$ cat src/serial_modem_map.svh
// register map, field positions, reset values and timing constants
// What this block does
// - rx page with first flag set: second flag, stop
// - rx page: first flag; stop bit withholds requests
// - tx page with first flag set: second flag, stop
// - tx page: first flag; stop bit withholds requests
// - DCD, DSR, CTS shown in bits 4..2
// - pin shown two clocks later, interrupt two after
// - DTR and RTS pins follow bits 1 and 0
// - DTR and RTS reset to one
// - three-bit code picks 1200 to 115200 bps
// - reserved bits read zero, software writes zero
// - infrared chosen only by mode and source bits
// - status flag cleared by writing one
// - receive-side enable gates modem sampling and modem change interrupts
`ifndef SERIAL_MODEM_MAP_SVH
`define SERIAL_MODEM_MAP_SVH

// *********************************************
// register indexes (byte address is four times)
// *********************************************
`define IDX_CTRL   30'h0B000142
`define IDX_MASK   30'h0B000146
`define IDX_FLAGS  30'h0B000148
`define IDX_MODEM  30'h0B00014A
`define IDX_BAUD   30'h0B00014C

// *********************************************
// field positions
// *********************************************
`define FLG_TX1    0
`define FLG_TX2    1
`define FLG_RX1    2
`define FLG_RX2    3
`define FLG_CTS    6
`define FLG_DSR    7
`define FLG_DCD    8
`define MDM_RTS    0
`define MDM_DTR    1
`define MDM_CTS    2
`define MDM_DSR    3
`define MDM_DCD    4
`define CTL_TSP    0
`define CTL_RSP    1
`define CTL_RSE    2
`define CTL_RXON   3
`define CTL_TXON   4
`define CTL_IRMODE 5
`define CTL_IRSRC  6

// *********************************************
// writable masks and reset values
// *********************************************
`define MASK_FLAGS 16'h01CF
`define MASK_CTRL  16'h007F
`define MASK_BAUD  16'h0007
`define RST_CTRL   16'h0000
`define RST_MASK   16'h0000
`define RST_BAUD   3'h0
`define RST_LINES  1'h1

// *********************************************
// clock and bit rates
// *********************************************
`define CLK_HZ     125000000
`define BPS_0      1200
`define BPS_1      2400
`define BPS_2      4800
`define BPS_3      9600
`define BPS_4      19200
`define BPS_5      38400
`define BPS_6      57600
`define BPS_7      115200

`endif

$ cat src/serial_modem_pkg.sv
// types shared by the modem, baud and page-boundary block
package serial_modem_pkg;
    timeunit 1ns;
    timeprecision 1ps;

    // one classic bus request as sampled
    typedef struct packed {
        logic [29:0] idx;
        logic [31:0] dat;
        logic [3:0]  sel;
        logic        we;
    } bus_req_t;

    // modem input pins, high level is 1
    typedef struct packed {
        logic dcd;
        logic dsr;
        logic cts;
    } modem_in_t;

    // which register a request hits
    typedef enum logic [5:0] {
        REG_CTRL  = 6'b000001,
        REG_MASK  = 6'b000010,
        REG_FLAGS = 6'b000100,
        REG_MODEM = 6'b001000,
        REG_BAUD  = 6'b010000,
        REG_NONE  = 6'b100000
    } reg_sel_t;

endpackage

$ cat src/serial_modem_baud_dma_page.sv
// modem lines, baud selector and dma page-boundary flags of the serial unit
//
// The Wishbone slave port was left to the implementer.
`include "serial_modem_map.svh"

module serial_modem_baud_dma_page
    import serial_modem_pkg::*;
(
    // clock and reset
    input  wire logic        clk_i,
    input  wire logic        rst_i,
    // classic wishbone slave
    input  wire logic        cyc_i,
    input  wire logic        stb_i,
    input  wire logic        we_i,
    input  wire logic [31:0] adr_i,
    input  wire logic [3:0]  sel_i,
    input  wire logic [31:0] dat_i,
    output logic      [31:0] dat_o,
    output logic             ack_o,
    // dma control unit
    input  wire logic        rx_page_i,
    input  wire logic        tx_page_i,
    output logic             rx_dma_hold_o,
    output logic             tx_dma_hold_o,
    // modem line
    input  wire modem_in_t   modem_i,
    output logic             dtr_o,
    output logic             rts_o,
    // rest of the serial unit
    output logic [2:0]       baud_select_o,
    output logic             baud_tick_o,
    output logic             receiver_on_o,
    output logic             transmitter_on_o,
    output logic             infrared_mode_enable_o,
    output logic             infrared_source_o,
    // interrupt
    output logic             irq_o
);
    timeunit 1ns;
    timeprecision 1ps;

    // *********************************************
    // helper functions
    // *********************************************

    // address decode, used by read and write paths
    function automatic reg_sel_t decode(input logic [29:0] idx);
        case (idx)
            `IDX_CTRL:  decode = REG_CTRL;
            `IDX_MASK:  decode = REG_MASK;
            `IDX_FLAGS: decode = REG_FLAGS;
            `IDX_MODEM: decode = REG_MODEM;
            `IDX_BAUD:  decode = REG_BAUD;
            default:    decode = REG_NONE;
        endcase
    endfunction

    // clock cycles per bit for each selector code
    function automatic logic [16:0] baud_div(input logic [2:0] code);
        case (code)
            3'h0:    baud_div = 17'(`CLK_HZ / `BPS_0);
            3'h1:    baud_div = 17'(`CLK_HZ / `BPS_1);
            3'h2:    baud_div = 17'(`CLK_HZ / `BPS_2);
            3'h3:    baud_div = 17'(`CLK_HZ / `BPS_3);
            3'h4:    baud_div = 17'(`CLK_HZ / `BPS_4);
            3'h5:    baud_div = 17'(`CLK_HZ / `BPS_5);
            3'h6:    baud_div = 17'(`CLK_HZ / `BPS_6);
            default: baud_div = 17'(`CLK_HZ / `BPS_7);
        endcase
    endfunction

    // byte-lane merge of a 16-bit register
    function automatic logic [15:0] merge(input logic [15:0] old,
                                          input logic [15:0] wr,
                                          input logic [3:0]  sel);
        merge[7:0]  = sel[0] ? wr[7:0]  : old[7:0];
        merge[15:8] = sel[1] ? wr[15:8] : old[15:8];
    endfunction

    // *********************************************
    // bus front end
    // *********************************************

    bus_req_t    req;        // sampled request
    reg_sel_t    hit;        // decoded target
    logic        take;       // request taken this edge
    logic        wr_en;      // write takes effect
    logic        rd_en;      // read takes effect
    logic [15:0] wr_val;     // write data, low half

    assign req    = '{idx: adr_i[31:2], dat: dat_i, sel: sel_i, we: we_i};
    assign hit    = decode(req.idx);
    assign take   = cyc_i && stb_i && !ack_o;
    assign wr_en  = take && req.we;
    assign rd_en  = take && !req.we;
    assign wr_val = req.dat[15:0];

    // ack one cycle after the request, dropped the cycle after
    always_ff @(posedge clk_i) begin
        if (rst_i) begin
            ack_o <= 1'b0;
        end else begin
            ack_o <= take;
        end
    end

    // *********************************************
    // control, mask and baud registers
    // *********************************************

    logic [15:0] ctrl_q;     // stop, enable and infrared bits
    logic [15:0] mask_q;     // interrupt mask, flag layout
    logic [2:0]  baud_q;     // rate selector

    // control register
    always_ff @(posedge clk_i) begin
        if (rst_i) begin
            ctrl_q <= `RST_CTRL;
        end else if (wr_en && hit == REG_CTRL) begin
            ctrl_q <= merge(ctrl_q, wr_val, req.sel) & `MASK_CTRL;
        end
    end

    // mask register
    always_ff @(posedge clk_i) begin
        if (rst_i) begin
            mask_q <= `RST_MASK;
        end else if (wr_en && hit == REG_MASK) begin
            mask_q <= merge(mask_q, wr_val, req.sel) & `MASK_FLAGS;
        end
    end

    // rate selector; only three bits kept, the rest read zero
    // a change while the link runs is the software's lookout
    always_ff @(posedge clk_i) begin
        if (rst_i) begin
            baud_q <= `RST_BAUD;
        end else if (wr_en && hit == REG_BAUD && req.sel[0]) begin
            baud_q <= wr_val[2:0];
        end
    end

    logic receive_side_enable;               // receive side and modem enabled
    assign receive_side_enable = ctrl_q[`CTL_RSE];

    // configuration outputs to the rest of the unit
    always_ff @(posedge clk_i) begin
        if (rst_i) begin
            baud_select_o          <= `RST_BAUD;
            receiver_on_o          <= 1'b0;
            transmitter_on_o       <= 1'b0;
            infrared_mode_enable_o <= 1'b0;
            infrared_source_o      <= 1'b0;
        end else begin
            baud_select_o          <= baud_q;
            receiver_on_o          <= ctrl_q[`CTL_RXON];
            transmitter_on_o       <= ctrl_q[`CTL_TXON];
            // only these two bits steer the line to infrared
            infrared_mode_enable_o <= ctrl_q[`CTL_IRMODE];
            infrared_source_o      <= ctrl_q[`CTL_IRSRC];
        end
    end

    // *********************************************
    // baud generator
    // *********************************************

    logic [16:0] baud_cnt_q; // cycles left in this bit
    logic        baud_run;   // generator enabled

    assign baud_run = ctrl_q[`CTL_RXON] | ctrl_q[`CTL_TXON];

    // one-cycle tick per bit time at the selected rate
    always_ff @(posedge clk_i) begin
        if (rst_i) begin
            baud_cnt_q  <= 17'h00000;
            baud_tick_o <= 1'b0;
        end else if (!baud_run) begin
            // idle: reload so the first bit is full length
            baud_cnt_q  <= baud_div(baud_q) - 17'h00001;
            baud_tick_o <= 1'b0;
        end else if (baud_cnt_q == 17'h00000) begin
            baud_cnt_q  <= baud_div(baud_q) - 17'h00001;
            baud_tick_o <= 1'b1;
        end else begin
            baud_cnt_q  <= baud_cnt_q - 17'h00001;
            baud_tick_o <= 1'b0;
        end
    end

    // *********************************************
    // modem lines
    // *********************************************

    modem_in_t   pin_q;      // first sample of the pins
    modem_in_t   shown_q;    // levels shown in the register
    logic [2:0]  chg_a_q;    // change seen, first delay
    logic [2:0]  chg_b_q;    // change seen, second delay
    logic [1:0]  lines_q;    // dtr, rts as written

    // sample stage; pins are synchronous to the clock
    always_ff @(posedge clk_i) begin
        if (rst_i) begin
            pin_q <= '0;
        end else if (receive_side_enable) begin
            pin_q <= modem_i;
        end
    end

    // shown levels: two clocks after a pin change
    // frozen while the receive side is off
    always_ff @(posedge clk_i) begin
        if (rst_i) begin
            shown_q <= '0;
            chg_a_q <= 3'h0;
        end else if (receive_side_enable) begin
            shown_q <= pin_q;
            chg_a_q <= pin_q ^ shown_q;
        end else begin
            chg_a_q <= 3'h0;
        end
    end

    // two more clocks before the change interrupt
    always_ff @(posedge clk_i) begin
        if (rst_i) begin
            chg_b_q <= 3'h0;
        end else begin
            chg_b_q <= chg_a_q & {3{receive_side_enable}};
        end
    end

    // dtr and rts bits; reset high
    always_ff @(posedge clk_i) begin
        if (rst_i) begin
            lines_q <= {`RST_LINES, `RST_LINES};
        end else if (wr_en && hit == REG_MODEM && req.sel[0]) begin
            lines_q <= {wr_val[`MDM_DTR], wr_val[`MDM_RTS]};
        end
    end

    // pins driven from the written bits
    always_ff @(posedge clk_i) begin
        if (rst_i) begin
            dtr_o <= `RST_LINES;
            rts_o <= `RST_LINES;
        end else begin
            dtr_o <= lines_q[1];
            rts_o <= lines_q[0];
        end
    end

    // *********************************************
    // interrupt flags
    // *********************************************

    logic [15:0] flag_q;     // sticky flags
    logic [15:0] flag_d;     // next flags
    logic [15:0] set_v;      // events this cycle
    logic [15:0] clr_v;      // clears this cycle

    // events: page pulses step first then second flag
    always_comb begin
        set_v = 16'h0000;
        if (rx_page_i) begin
            if (flag_q[`FLG_RX1]) begin
                set_v[`FLG_RX2] = 1'b1;
            end else begin
                set_v[`FLG_RX1] = 1'b1;
            end
        end
        if (tx_page_i) begin
            if (flag_q[`FLG_TX1]) begin
                set_v[`FLG_TX2] = 1'b1;
            end else begin
                set_v[`FLG_TX1] = 1'b1;
            end
        end
        set_v[`FLG_CTS] = chg_b_q[0];
        set_v[`FLG_DSR] = chg_b_q[1];
        set_v[`FLG_DCD] = chg_b_q[2];
    end

    // clears: write one per bit, or a read of the register
    always_comb begin
        clr_v = 16'h0000;
        if (wr_en && hit == REG_FLAGS) begin
            clr_v = merge(16'h0000, wr_val, req.sel);
        end else if (rd_en && hit == REG_FLAGS) begin
            clr_v = 16'hFFFF;
        end
        // a set in the clearing cycle survives
        flag_d = ((flag_q & ~clr_v) | set_v) & `MASK_FLAGS;
    end

    // flag storage
    always_ff @(posedge clk_i) begin
        if (rst_i) begin
            flag_q <= 16'h0000;
        end else begin
            flag_q <= flag_d;
        end
    end

    // interrupt level follows the unmasked flags
    always_ff @(posedge clk_i) begin
        if (rst_i) begin
            irq_o <= 1'b0;
        end else begin
            irq_o <= |(flag_d & mask_q);
        end
    end

    // *********************************************
    // dma request hold
    // *********************************************

    // second flag stops requests outright, first flag only
    // with the stop bit; both lift when software clears
    always_ff @(posedge clk_i) begin
        if (rst_i) begin
            rx_dma_hold_o <= 1'b0;
            tx_dma_hold_o <= 1'b0;
        end else begin
            rx_dma_hold_o <= flag_d[`FLG_RX2]
                | (flag_d[`FLG_RX1] & ctrl_q[`CTL_RSP]);
            tx_dma_hold_o <= flag_d[`FLG_TX2]
                | (flag_d[`FLG_TX1] & ctrl_q[`CTL_TSP]);
        end
    end

    // *********************************************
    // read data
    // *********************************************

    logic [15:0] rd_val;     // selected register value

    // reserved positions come back as zero
    always_comb begin
        rd_val = 16'h0000;
        case (hit)
            REG_CTRL:  rd_val = ctrl_q;
            REG_MASK:  rd_val = mask_q;
            REG_FLAGS: rd_val = flag_q;
            REG_MODEM: begin
                rd_val[`MDM_DCD] = shown_q.dcd;
                rd_val[`MDM_DSR] = shown_q.dsr;
                rd_val[`MDM_CTS] = shown_q.cts;
                rd_val[`MDM_DTR] = lines_q[1];
                rd_val[`MDM_RTS] = lines_q[0];
            end
            REG_BAUD:  rd_val = {13'h0000, baud_q};
            default:   rd_val = 16'h0000;
        endcase
    end

    // data registered together with ack
    always_ff @(posedge clk_i) begin
        if (rst_i) begin
            dat_o <= 32'h00000000;
        end else if (rd_en) begin
            dat_o <= {16'h0000, rd_val};
        end else begin
            dat_o <= 32'h00000000;
        end
    end

endmodule // serial_modem_baud_dma_page

$ cat config.mk
export PLATFORM = sky130hd
export DESIGN_NAME = serial_modem_baud_dma_page
export DESIGN_NICKNAME = d
export VERILOG_FILES = /design/src/serial_modem_pkg.sv /design/src/serial_modem_baud_dma_page.sv
export VERILOG_INCLUDE_DIRS = /design/src
export SDC_FILE = /design/constraint.sdc
export NUM_CORES = 1
export LEC_CHECK = 0
export ABC_CLOCK_PERIOD_IN_PS = 2900
export BUFFER_PORTS_ARGS = -buffer_cell sky130_fd_sc_hd__buf_2
export CELL_PAD_IN_SITES_DETAIL_PLACEMENT = 0
export CELL_PAD_IN_SITES_GLOBAL_PLACEMENT = 1
export CORE_MARGIN = 2
export CORE_UTILIZATION = 37
export DETAILED_ROUTE_END_ITERATION = 10
export PLACE_DENSITY_LB_ADDON = 0.1
export SLEW_MARGIN = 20
export SYNTH_ARGS = -nofsm -noshare
export SYNTH_HDL_FRONTEND = slang
export SYNTH_SLANG_ARGS = --single-unit
$ cat constraint.sdc
create_clock -name clk_i -period 2.9 [get_ports clk_i]
set_input_delay 0 -clock clk_i [delete_from_list [all_inputs] [get_ports clk_i]]
set_output_delay 0 -clock clk_i [all_outputs]
set_load 0.05 [all_outputs]
==> results of run 1 <==
## per-stage QoR
stage	utilization	hold WS (ns)	cells	setup WS (ns)	instance area, sq um
floorplan	-	0.126	463	0.358	3890
global placement	0.415	0.235	629	0.306	4210
detailed placement	0.415	0.242	629	0.257	4210
CTS	0.451	0.0101	659	0.221	4570
global route	0.451	0.0333	659	0.0976	4570
finish	0.451	0.0108	659	0.219	4570
## cell usage after synthesis (3+ instances only)
master                     count
sky130_fd_sc_hd__or3_1         6
sky130_fd_sc_hd__or2_2         4
sky130_fd_sc_hd__nor4b_1       3
sky130_fd_sc_hd__a21boi_0      4
sky130_fd_sc_hd__mux2i_1      12
sky130_fd_sc_hd__nor3_1        7
sky130_fd_sc_hd__a41oi_1       7
sky130_fd_sc_hd__a222oi_1      5
sky130_fd_sc_hd__dfxtp_1      78
sky130_fd_sc_hd__xor2_1        3
sky130_fd_sc_hd__and4_1        3
sky130_fd_sc_hd__nand4_1      12
sky130_fd_sc_hd__o21ai_0      18
sky130_fd_sc_hd__a211oi_1     11
sky130_fd_sc_hd__buf_4        23
sky130_fd_sc_hd__nor4_1       11
sky130_fd_sc_hd__ha_1          5
sky130_fd_sc_hd__o31ai_1       8
sky130_fd_sc_hd__nor2_1       38
sky130_fd_sc_hd__mux2_2        5
sky130_fd_sc_hd__nand2_1      29
sky130_fd_sc_hd__a21oi_1      31
sky130_fd_sc_hd__inv_1         6
sky130_fd_sc_hd__nand3_1      15
sky130_fd_sc_hd__clkbuf_1     26
sky130_fd_sc_hd__and2_1        9
sky130_fd_sc_hd__xnor2_1      15
sky130_fd_sc_hd__nor2b_1      14
## power by group through the flow
stage	combinational (mW)	clock [mW]	sequential (mW)
CTS	0.226	0.938	1.10
detailed placement	0.210	0	1.12
global route	0.244	0.985	1.10
global placement	0.209	0	1.12
floorplan	0.162	0	1.13
finish	0.227	0.918	1.10
## path summary, 6_finish.rpt
kind	cells past startpoint	endpoint	slack, ns	start
max	6	baud_cnt_q[16]	0.22	baud_cnt_q[2]
min reg2reg	1	chg_b_q[1]	0.43	chg_a_q[1]
min	3	ack_o	0.01	stb_i
max reg2reg	6	baud_cnt_q[16]	0.22	baud_cnt_q[2]
## critical path: cells and delay by family, from the launching register on
kind / cells / cell delay (ns)
and+or+nand+nor: 3 / 1.48
AOI/OAI and AO/OA: 2 / 0.54
DFF: 1 / 0.37
buffers and inverters: 1 / 0.23
## routing by layer
metal	vias up	part of all wire	wire, um	GRT usage
met1	1602	0.52	5560	0.302
met5	-	0	0	0
li1	1707	-	-	-
met3	16	0.066	713	0.0365
met2	142	0.40	4300	0.276
met4	0	0.018	190	0.0771
## cell type report
type / instances / area (sq um)
clock buffer: 9 / 124
clock inverter: 7 / 97.6
fill: 996 / 5570
inverter: 7 / 26.3
multi-input combinational: 325 / 2010
sequential: 78 / 1560
tap: 136 / 170
timing repair buffer: 97 / 581
## timing repair
| item | in CTS | in global routing |
|---|---|---|
| hold buffers | 14 | 0 |
| endpoints found under the setup margin | 0 | 0 |
| hold endpoints to repair | 24 | 0 |
| setup buffers | 0 | 0 |
## flip-flops by register name, summed over array words and instances (netlist names), 2 cells and up
| register | flops |
|---|---|
| dat_o | 9 |
| ctrl_q | 7 |
| shown_q | 3 |
| chg_a_q | 3 |
| flag_q | 7 |
| chg_b_q | 3 |
| baud_select_o | 3 |
| baud_q | 3 |
| pin_q | 3 |
| baud_cnt_q | 17 |
| mask_q | 7 |
| lines_q | 2 |
## cell families (layout without fill, tap and decap cells)
| logic type | count (synthesis) | count (layout) |
|---|---|---|
| muxes | 17 | 17 |
| buffers and inverters | 60 | 120 |
| other | 1 | 23 |
| xor gates and xnor gates | 18 | 18 |
| DFF | 78 | 78 |
| and+or+nand+nor | 163 | 163 |
| AOI/OAI and AO/OA | 99 | 99 |
| adders and majority gates | 5 | 5 |
==> flow_results.org, run 1 <==
** Critical path
- Critical path endpoint category :: flip-flop
- Arrival time worst endpoint :: 2.99 ns
- Critical path required time :: 3.20 ns
- Crit path max fanout :: 26
- The critical path is of the reg2reg type.
- The largest single stage delay on the critical path is 0.59 ns.
- Worst Setup Start Kind :: flip-flop
- Walking the worst path, the cells encountered are or4_4 > or4b_1 > o41a_1 > buf_4 > nor4b_1 > a41o_1.
- Slowest cell on the critical path :: sky130_fd_sc_hd__or4b_1

** Synth
- The mapped netlist covers 0.00380 sq mm.
- Gate count of the mapped netlist :: 441
- Synth Area in Simple Gates :: 0.227
- Number of enable-type register cells in the synthesized netlist :: 0
- Number of synthesis warnings :: 0
- Sequential element share of the synthesized area :: 0.410
- Of the total synthesized cell area, the portion taken by XOR and XNOR cells is 0.0414.
- Distinct cell type count of the synthesized netlist :: 53
- Share of the synthesized area in compound gates (AO/OA/AOI/OAI) :: 0.173
- Flop and latch count out of synthesis :: 78
- Commonest register cell after synthesis :: sky130_fd_sc_hd__dfxtp_1
- The portion of synthesized area spent on multiplexers is 0.0464.
- In the synthesized netlist the async set-or-reset flop fraction comes to 0.
- Cell types occupying the most area after synthesis :: sky130_fd_sc_hd__dfxtp_1 41%, sky130_fd_sc_hd__buf_4 4.5%, sky130_fd_sc_hd__a21oi_1 4.1%
- sky130_fd_sc_hd__dfxtp_1 takes more of the synthesized area than any other cell.
- Post-Synthesis Mean Instance Area :: 8.63 sq um
- Post-synthesis adder-cell area fraction :: 0.0164
- Share of the synthesized area in the top cell type :: 0.410
- Combinational family with the most area after synthesis :: simple AND/OR/NAND/NOR gates

** Floorplan
- The core region is 0.0101 sq mm.
- The floorplan step set the die height to 105 um.
- After floorplanning, the core was divided into 37 placement rows.
- Count of boundary I/O pins :: 124
- Die Width :: 105 um
- The initial utilization of the core area, before any placement, comes to 0.375.
- The floorplan step defined a die boundary enclosing 0.0111 sq mm.

** Timing
- For the final routed database, the setup TNS stands at 0 ns.
- Setup violations remaining at the end of the flow were counted as 0.
- Setup repair after global routing missed its margin :: no
- Final Hold Fails :: 0
- Ratio of final minimum period to clock period :: 0.924
- At the pin with the least slew margin, the transition time is 0.757 ns.
- Max-slew headroom at the worst pin :: 0.492
- Max Fclk :: 373 MHz
- The final count of pins violating max slew came to 0.
- Min Clock Period, post-route :: 2.68 ns
- Worst Skew :: 0.00844 ns

** GRT
- The total overflow left after global routing is 0.
- Total routing usage reported by global routing :: 0.199
- Number of antenna violations at the first check in global routing :: 0
- The via count of the first global-routing pass came to 3235.
- Entering global routing, the biggest net connects 54 pins.
- Global-route wire length before repair :: 17300 um

** Status
- Result of the run :: complete, no violations

** Power and ir drop
- VDD IR max :: 241 uV
- In this run the power spent charging and discharging nets is 0.600 mW.
- Pwr/cell area :: 490 mW/mm^2
- Power share of the clock group :: 0.410
- For this design the static power due to leakage is 1.78 nW.
- The share of total power dissipated in sequential elements is 0.489.
- Of the total power, the share spent switching nets is 0.268.
- The internal power of the cells totals 1.64 mW.
- Of the total power, combinational logic draws 0.101.
- Total Power Consumption :: 2.24 mW

** Routing
- In this run the remaining antenna-violating nets after routing total 0.
- After detailed routing, the average wire length per cell comes to 16.3 um.
- For this block, the via count after detailed routing is 3467.
- The first detailed-routing pass ran for 7 iterations.
- Number of vias per cell after detailed routing :: 5.26
- Count of routing violations after the opening detailed-route iteration :: 264
- After detailed routing, the total wire length is 10800 um.
- After detailed routing, the number of remaining DRC violations is 0.

** Placement
- DP HPWL :: 7420 um
- Final GP Congestion :: 0.807
- The count of buffers added on input and output ports is 73.

** Clocking
- Clock-pin slew was measured on the worst setup and hold paths at 0.09 ns.
- Clock tree synthesis found a total of 78 sinks.
- Number of gates resized after cts :: 0
- Clock tree synthesis inserted a total of 9 buffers.
- TritonCTS built the clock tree.
- The clock tree synthesis step divided the H-tree into 3 levels.
- In this run the deepest clock path goes through 2 buffers.
- CTS root buf :: sky130_fd_sc_hd__clkbuf_8
- The clock reaches the later pin of the worst-skew pair after 0.36 ns.

** Job
- Max-cap violations in this run came to 0.

** Cells and area
- Relative to the synthesized area, the layout overhead comes to 20.1%.
- 0 antenna diodes ended up in the layout.
- In the layout the commonest cells are 78 x sky130_fd_sc_hd__dfxtp_1, 73 x sky130_fd_sc_hd__buf_2, 38 x sky130_fd_sc_hd__nor2_1.
- Share of post-route cells with drive strength above 1 :: 0.214
- Leaving out fill and tap cells, the most frequent cell in the layout is sky130_fd_sc_hd__dfxtp_1.
- After the last flow step, the layout net total stands at 601.

** Hold path
- Type of the most critical hold path :: in2reg
Note: power is estimated with default switching activity, not from simulation.
==> run 2: changes to the inputs <==
- ABC_AREA: not set -> 1
- CORE_UTILIZATION: 37 -> 35
==> flow_results.org, run 2 <==
** GRT
- Global-route wire length before repair :: 16700 um (was 17300 um)
- The maximum number of pins on one net before global-route repair was 35 (was 54).
- Total routing usage reported by global routing :: 0.179 (was 0.199)
- Number of global-route vias before repair :: 3449 (was 3235)
- Total congestion overflow :: 0 (unchanged)
- Number of antenna violations at the first check in global routing :: 0 (unchanged)

** Cells and area
- Flip-flop count of the largest register after layout :: 17 (unchanged)
- The fraction of the core area covered by cells at the end of the flow is 0.442 (was 0.451).
- Share of post-route cells with drive strength above 1 :: 0.179 (was 0.214)
- The commonest non-fill, non-tap cell in the layout was sky130_fd_sc_hd__nand2_1 (was sky130_fd_sc_hd__dfxtp_1).
- Largest registers: baud_cnt_q: 17 flops, dat_o: 9 flops (unchanged).
- Highest-count cells in the layout ignoring fill and taps :: 110 x sky130_fd_sc_hd__nand2_1, 93 x sky130_fd_sc_hd__nor2_1, 78 x sky130_fd_sc_hd__dfxtp_1 (was 78 x sky130_fd_sc_hd__dfxtp_1, 73 x sky130_fd_sc_hd__buf_2, 38 x sky130_fd_sc_hd__nor2_1)
- The register bank with the most flops is baud_cnt_q (unchanged).
- The synthesis-to-finish area growth is 22.5% (was 20.1%).
- The number of inserted diodes came to 0 (unchanged).
- The total of fill cells in the finished design is 1165 (was 996).
- The final layout net count is 741 (was 601).

** Synth
- Sequential element share of the synthesized area :: 0.396 (was 0.410)
- The number of warnings printed during yosys synthesis was 0 (unchanged).
- Post-Synthesis Mean Instance Area :: 6.92 sq um (was 8.63 sq um)
- Share of the synthesized area in the top cell type :: 0.396 (was 0.410)
- Number of enable-type register cells in the synthesized netlist :: 0 (unchanged)
- Cell taking the most area after synthesis :: sky130_fd_sc_hd__dfxtp_1 (unchanged)
- Top post-synthesis cells by count: 110 x sky130_fd_sc_hd__nand2_1, 93 x sky130_fd_sc_hd__nor2_1, 78 x sky130_fd_sc_hd__dfxtp_1, 68 x sky130_fd_sc_hd__inv_1, 35 x sky130_fd_sc_hd__nand3_1 (was 78 x sky130_fd_sc_hd__dfxtp_1, 38 x sky130_fd_sc_hd__nor2_1, 31 x sky130_fd_sc_hd__a21oi_1, 29 x sky130_fd_sc_hd__nand2_1, 26 x sky130_fd_sc_hd__clkbuf_1).
- The leading register cell type out of synthesis was sky130_fd_sc_hd__dfxtp_1 (unchanged).
- The unique cell type count in the Yosys netlist came to 40 (was 53).
- The synthesized instance count is 570 (was 441).
- The post-synthesis register bit count was 78 (unchanged).
- Cell types occupying the most area after synthesis :: sky130_fd_sc_hd__dfxtp_1 40%, sky130_fd_sc_hd__nand2_1 10%, sky130_fd_sc_hd__nor2_1 8.9% (was sky130_fd_sc_hd__dfxtp_1 41%, sky130_fd_sc_hd__buf_4 4.5%, sky130_fd_sc_hd__a21oi_1 4.1%)
- Count leader, synth :: sky130_fd_sc_hd__nand2_1 (was sky130_fd_sc_hd__dfxtp_1)
- Proportion of synthesized flip-flops having asynchronous set or reset :: 0 (unchanged)
- The combined area of all synthesized cells was 0.00394 sq mm (was 0.00380 sq mm).

** Floorplan
- Placement row count :: 38 (was 37)
- Die Width :: 110 um (was 105 um)
- The vertical die dimension came to 110 um (was 105 um).
- Die outline area :: 0.0121 sq mm (was 0.0111 sq mm)
- Count of boundary I/O pins :: 124 (unchanged)
- The area of the placeable core was 0.0109 sq mm (was 0.0101 sq mm).
- Initial Util :: 0.361 (was 0.375)

** Timing
- The sum of negative setup slack was 0 ns (unchanged).
- Max-slew headroom at the worst pin :: 0.487 (was 0.492)
- Max Fclk :: 497 MHz (was 373 MHz)
- Slew Viols, Final :: 0 (unchanged)
- Setup repair after global routing missed its margin :: no (unchanged)
- Worst Max-Slew Pin Slew :: 0.763 ns (was 0.757 ns)
- Final Hold Fails :: 0 (unchanged)
- Worst Skew :: 0.00898 ns (was 0.00844 ns)
- Total of endpoints with negative setup slack in the final report :: 0 (unchanged)
- The clock period minus worst slack was 2.01 ns (was 2.68 ns).
- Ratio of final minimum period to clock period :: 0.693 (was 0.924)

** Routing
- Number of nets still failing antenna checks after routing :: 0 (unchanged)
- WL/cell :: 12.8 um (was 16.3 um)
- Total routed wirelength :: 10300 um (was 10800 um)
- DRC violations left :: 0 (unchanged)
- Number of vias after detailed routing :: 3770 (was 3467)
- The per-cell via count in the routed design was 4.69 (was 5.26).
- Number of iterations in the first detailed-routing pass :: 6 (was 7)
- The first-iteration detailed-routing DRC count came to 199 (was 264).

** Critical path
- List of cells traversed by the critical path :: inv_1 > ha_1 > nand2_2 > nor2_4 > nand4_2 > nor2_2 > nand3_1 > nand2_2 > buf_4 > nand3_1 > nand2_1 > a21oi_1 (was or4_4 > or4b_1 > o41a_1 > buf_4 > nor4b_1 > a41o_1)
- R2R setup slack :: 0.89 ns (was 0.22 ns)
- The launching element type of the critical path was a flip-flop (unchanged).
- Crit path max fanout :: 12 (was 26)
- The largest incremental delay on the critical path is 0.30 ns (was 0.59 ns).
- The path type of the worst setup path is reg2reg (unchanged).
- Slowest cell on the critical path :: sky130_fd_sc_hd__dfxtp_1 (was sky130_fd_sc_hd__or4b_1)
- The worst path arrival time was 2.23 ns (was 2.99 ns).
- Critical path endpoint category :: flip-flop (unchanged)
- Critical path required time :: 3.12 ns (was 3.20 ns)

** Clocking
- The worst-case clock buffer depth came to 2 (unchanged).
- The clock sink count was 78 (unchanged).
- The number of buffers created by CTS came to 9 (unchanged).
- Latest clock arrival within the worst-skew pair :: 0.33 ns (was 0.36 ns)
- The number of H-tree branching levels was 3 (unchanged).
- TritonCTS clock tree :: built (unchanged)
- The buffer cell driving the clock tree root is sky130_fd_sc_hd__clkbuf_16 (was sky130_fd_sc_hd__clkbuf_8).
- The clock-pin slew on the worst setup and hold paths came to 0.06 ns (was 0.09 ns).

** Status
- Result of the run :: complete, no violations (unchanged)

** Placement
- The global placer's final weighted congestion is 0.861 (was 0.807).
- DP HPWL :: 7820 um (was 7420 um)
- Buffers on Ports :: 73 (unchanged)

** Power and ir drop
- The worst voltage drop across the vdd grid came to 277 uV (was 241 uV).
- Leak pwr :: 2.21 nW (was 1.78 nW)
- The power density over cell area was 529 mW/mm^2 (was 490 mW/mm^2).

** Hold path
- Type of the most critical hold path :: in2reg (unchanged)

** Job
- Reported max-cap violation count :: 0 (unchanged)
run 2: changes by cell type in the layout (fill, tap and decap cells not counted), moves of 8 or more:
cell	delta
sky130_fd_sc_hd__a211oi_1	-8
sky130_fd_sc_hd__and2_1	-9
sky130_fd_sc_hd__clkbuf_16	+9
sky130_fd_sc_hd__inv_1	+62
sky130_fd_sc_hd__mux2i_1	-12
sky130_fd_sc_hd__nand2_1	+81
sky130_fd_sc_hd__nand3_1	+20
sky130_fd_sc_hd__nor2_1	+55
sky130_fd_sc_hd__nor2b_1	-14
sky130_fd_sc_hd__o21ai_1	+11
sky130_fd_sc_hd__xnor2_1	-10
run 2: what timing repair did:
action	4_1_cts	5_1_grt
hold buffers	14	0
setup buffers	0	0
hold endpoints to repair	14	0
endpoints found under the setup margin	0	0
gates resized for setup	0	0
run 2: kinds of logic after synthesis:
group	count (synthesis)	synth area share
other	1	0.000951
XOR/XNOR	11	0.0244
AND/OR/NAND/NOR	280	0.310
adder cells (fa/ha/maj)	5	0.0159
AO/OA/AOI/OAI	86	0.122
buffers and inverters	109	0.130
flip-flops	78	0.396
run 2: critical path, delay by kind of cell, from the launching register on:
family                   cells  cell delay (ns)
AND/OR/NAND/NOR              8             1.01
buffers and inverters        2             0.32
flip-flops                   1             0.30
adder cells (fa/ha/maj)      1             0.21
AO/OA/AOI/OAI                1             0.05
run 2: area by class of cell:
cell class	count	area [sq um]	area share
tap	140	175	0.0363
clock inverter	5	81.3	0.0168
timing repair buffer	91	536	0.111
clock buffer	11	253	0.0523
sequential	78	1560	0.323
inverter	73	274	0.0567
multi-input combinational	405	1950	0.404
run 2: worst paths after layout:
check	startpoint	endpoint	cells after the start
worst max-delay path	baud_cnt_q[0]	baud_cnt_q[15]	12
worst min-delay path	tx_page_i	flag_q[1]	5
worst max register to register	baud_cnt_q[0]	baud_cnt_q[15]	12
worst min register to register	chg_a_q[0]	chg_b_q[0]	2
run 2: metal layers:
layer,GRT usage,vias to the layer above,part of all wire
met1,0.255,1691,0.52
met3,0.0294,7,0.049
met5,0,-,0
met2,0.274,100,0.42
met4,0.0616,0,0.0087
li1,-,1972,-
run 2: power breakdown:
group,switching (mW),leakage [nW],internal (mW)
combinational,0.159,1.42,0.0682
sequential,0.0115,0.633,1.09
clock,0.433,0.162,0.800
total,0.604,2.21,1.95
run 2: stage by stage:
stage	hold slack [ns]	power (mW)	std cells	cell area [sq um]	worst slack [ns]
after floorplan	0.131	1.29	592	4030	1.24
after detailed placement	0.233	1.33	773	4360	0.892
after CTS	0.0119	2.59	803	4830	0.889
after global routing	0.0624	2.65	803	4830	0.679
final	0.0251	2.56	803	4830	0.890
after global placement	0.226	1.33	773	4360	0.918
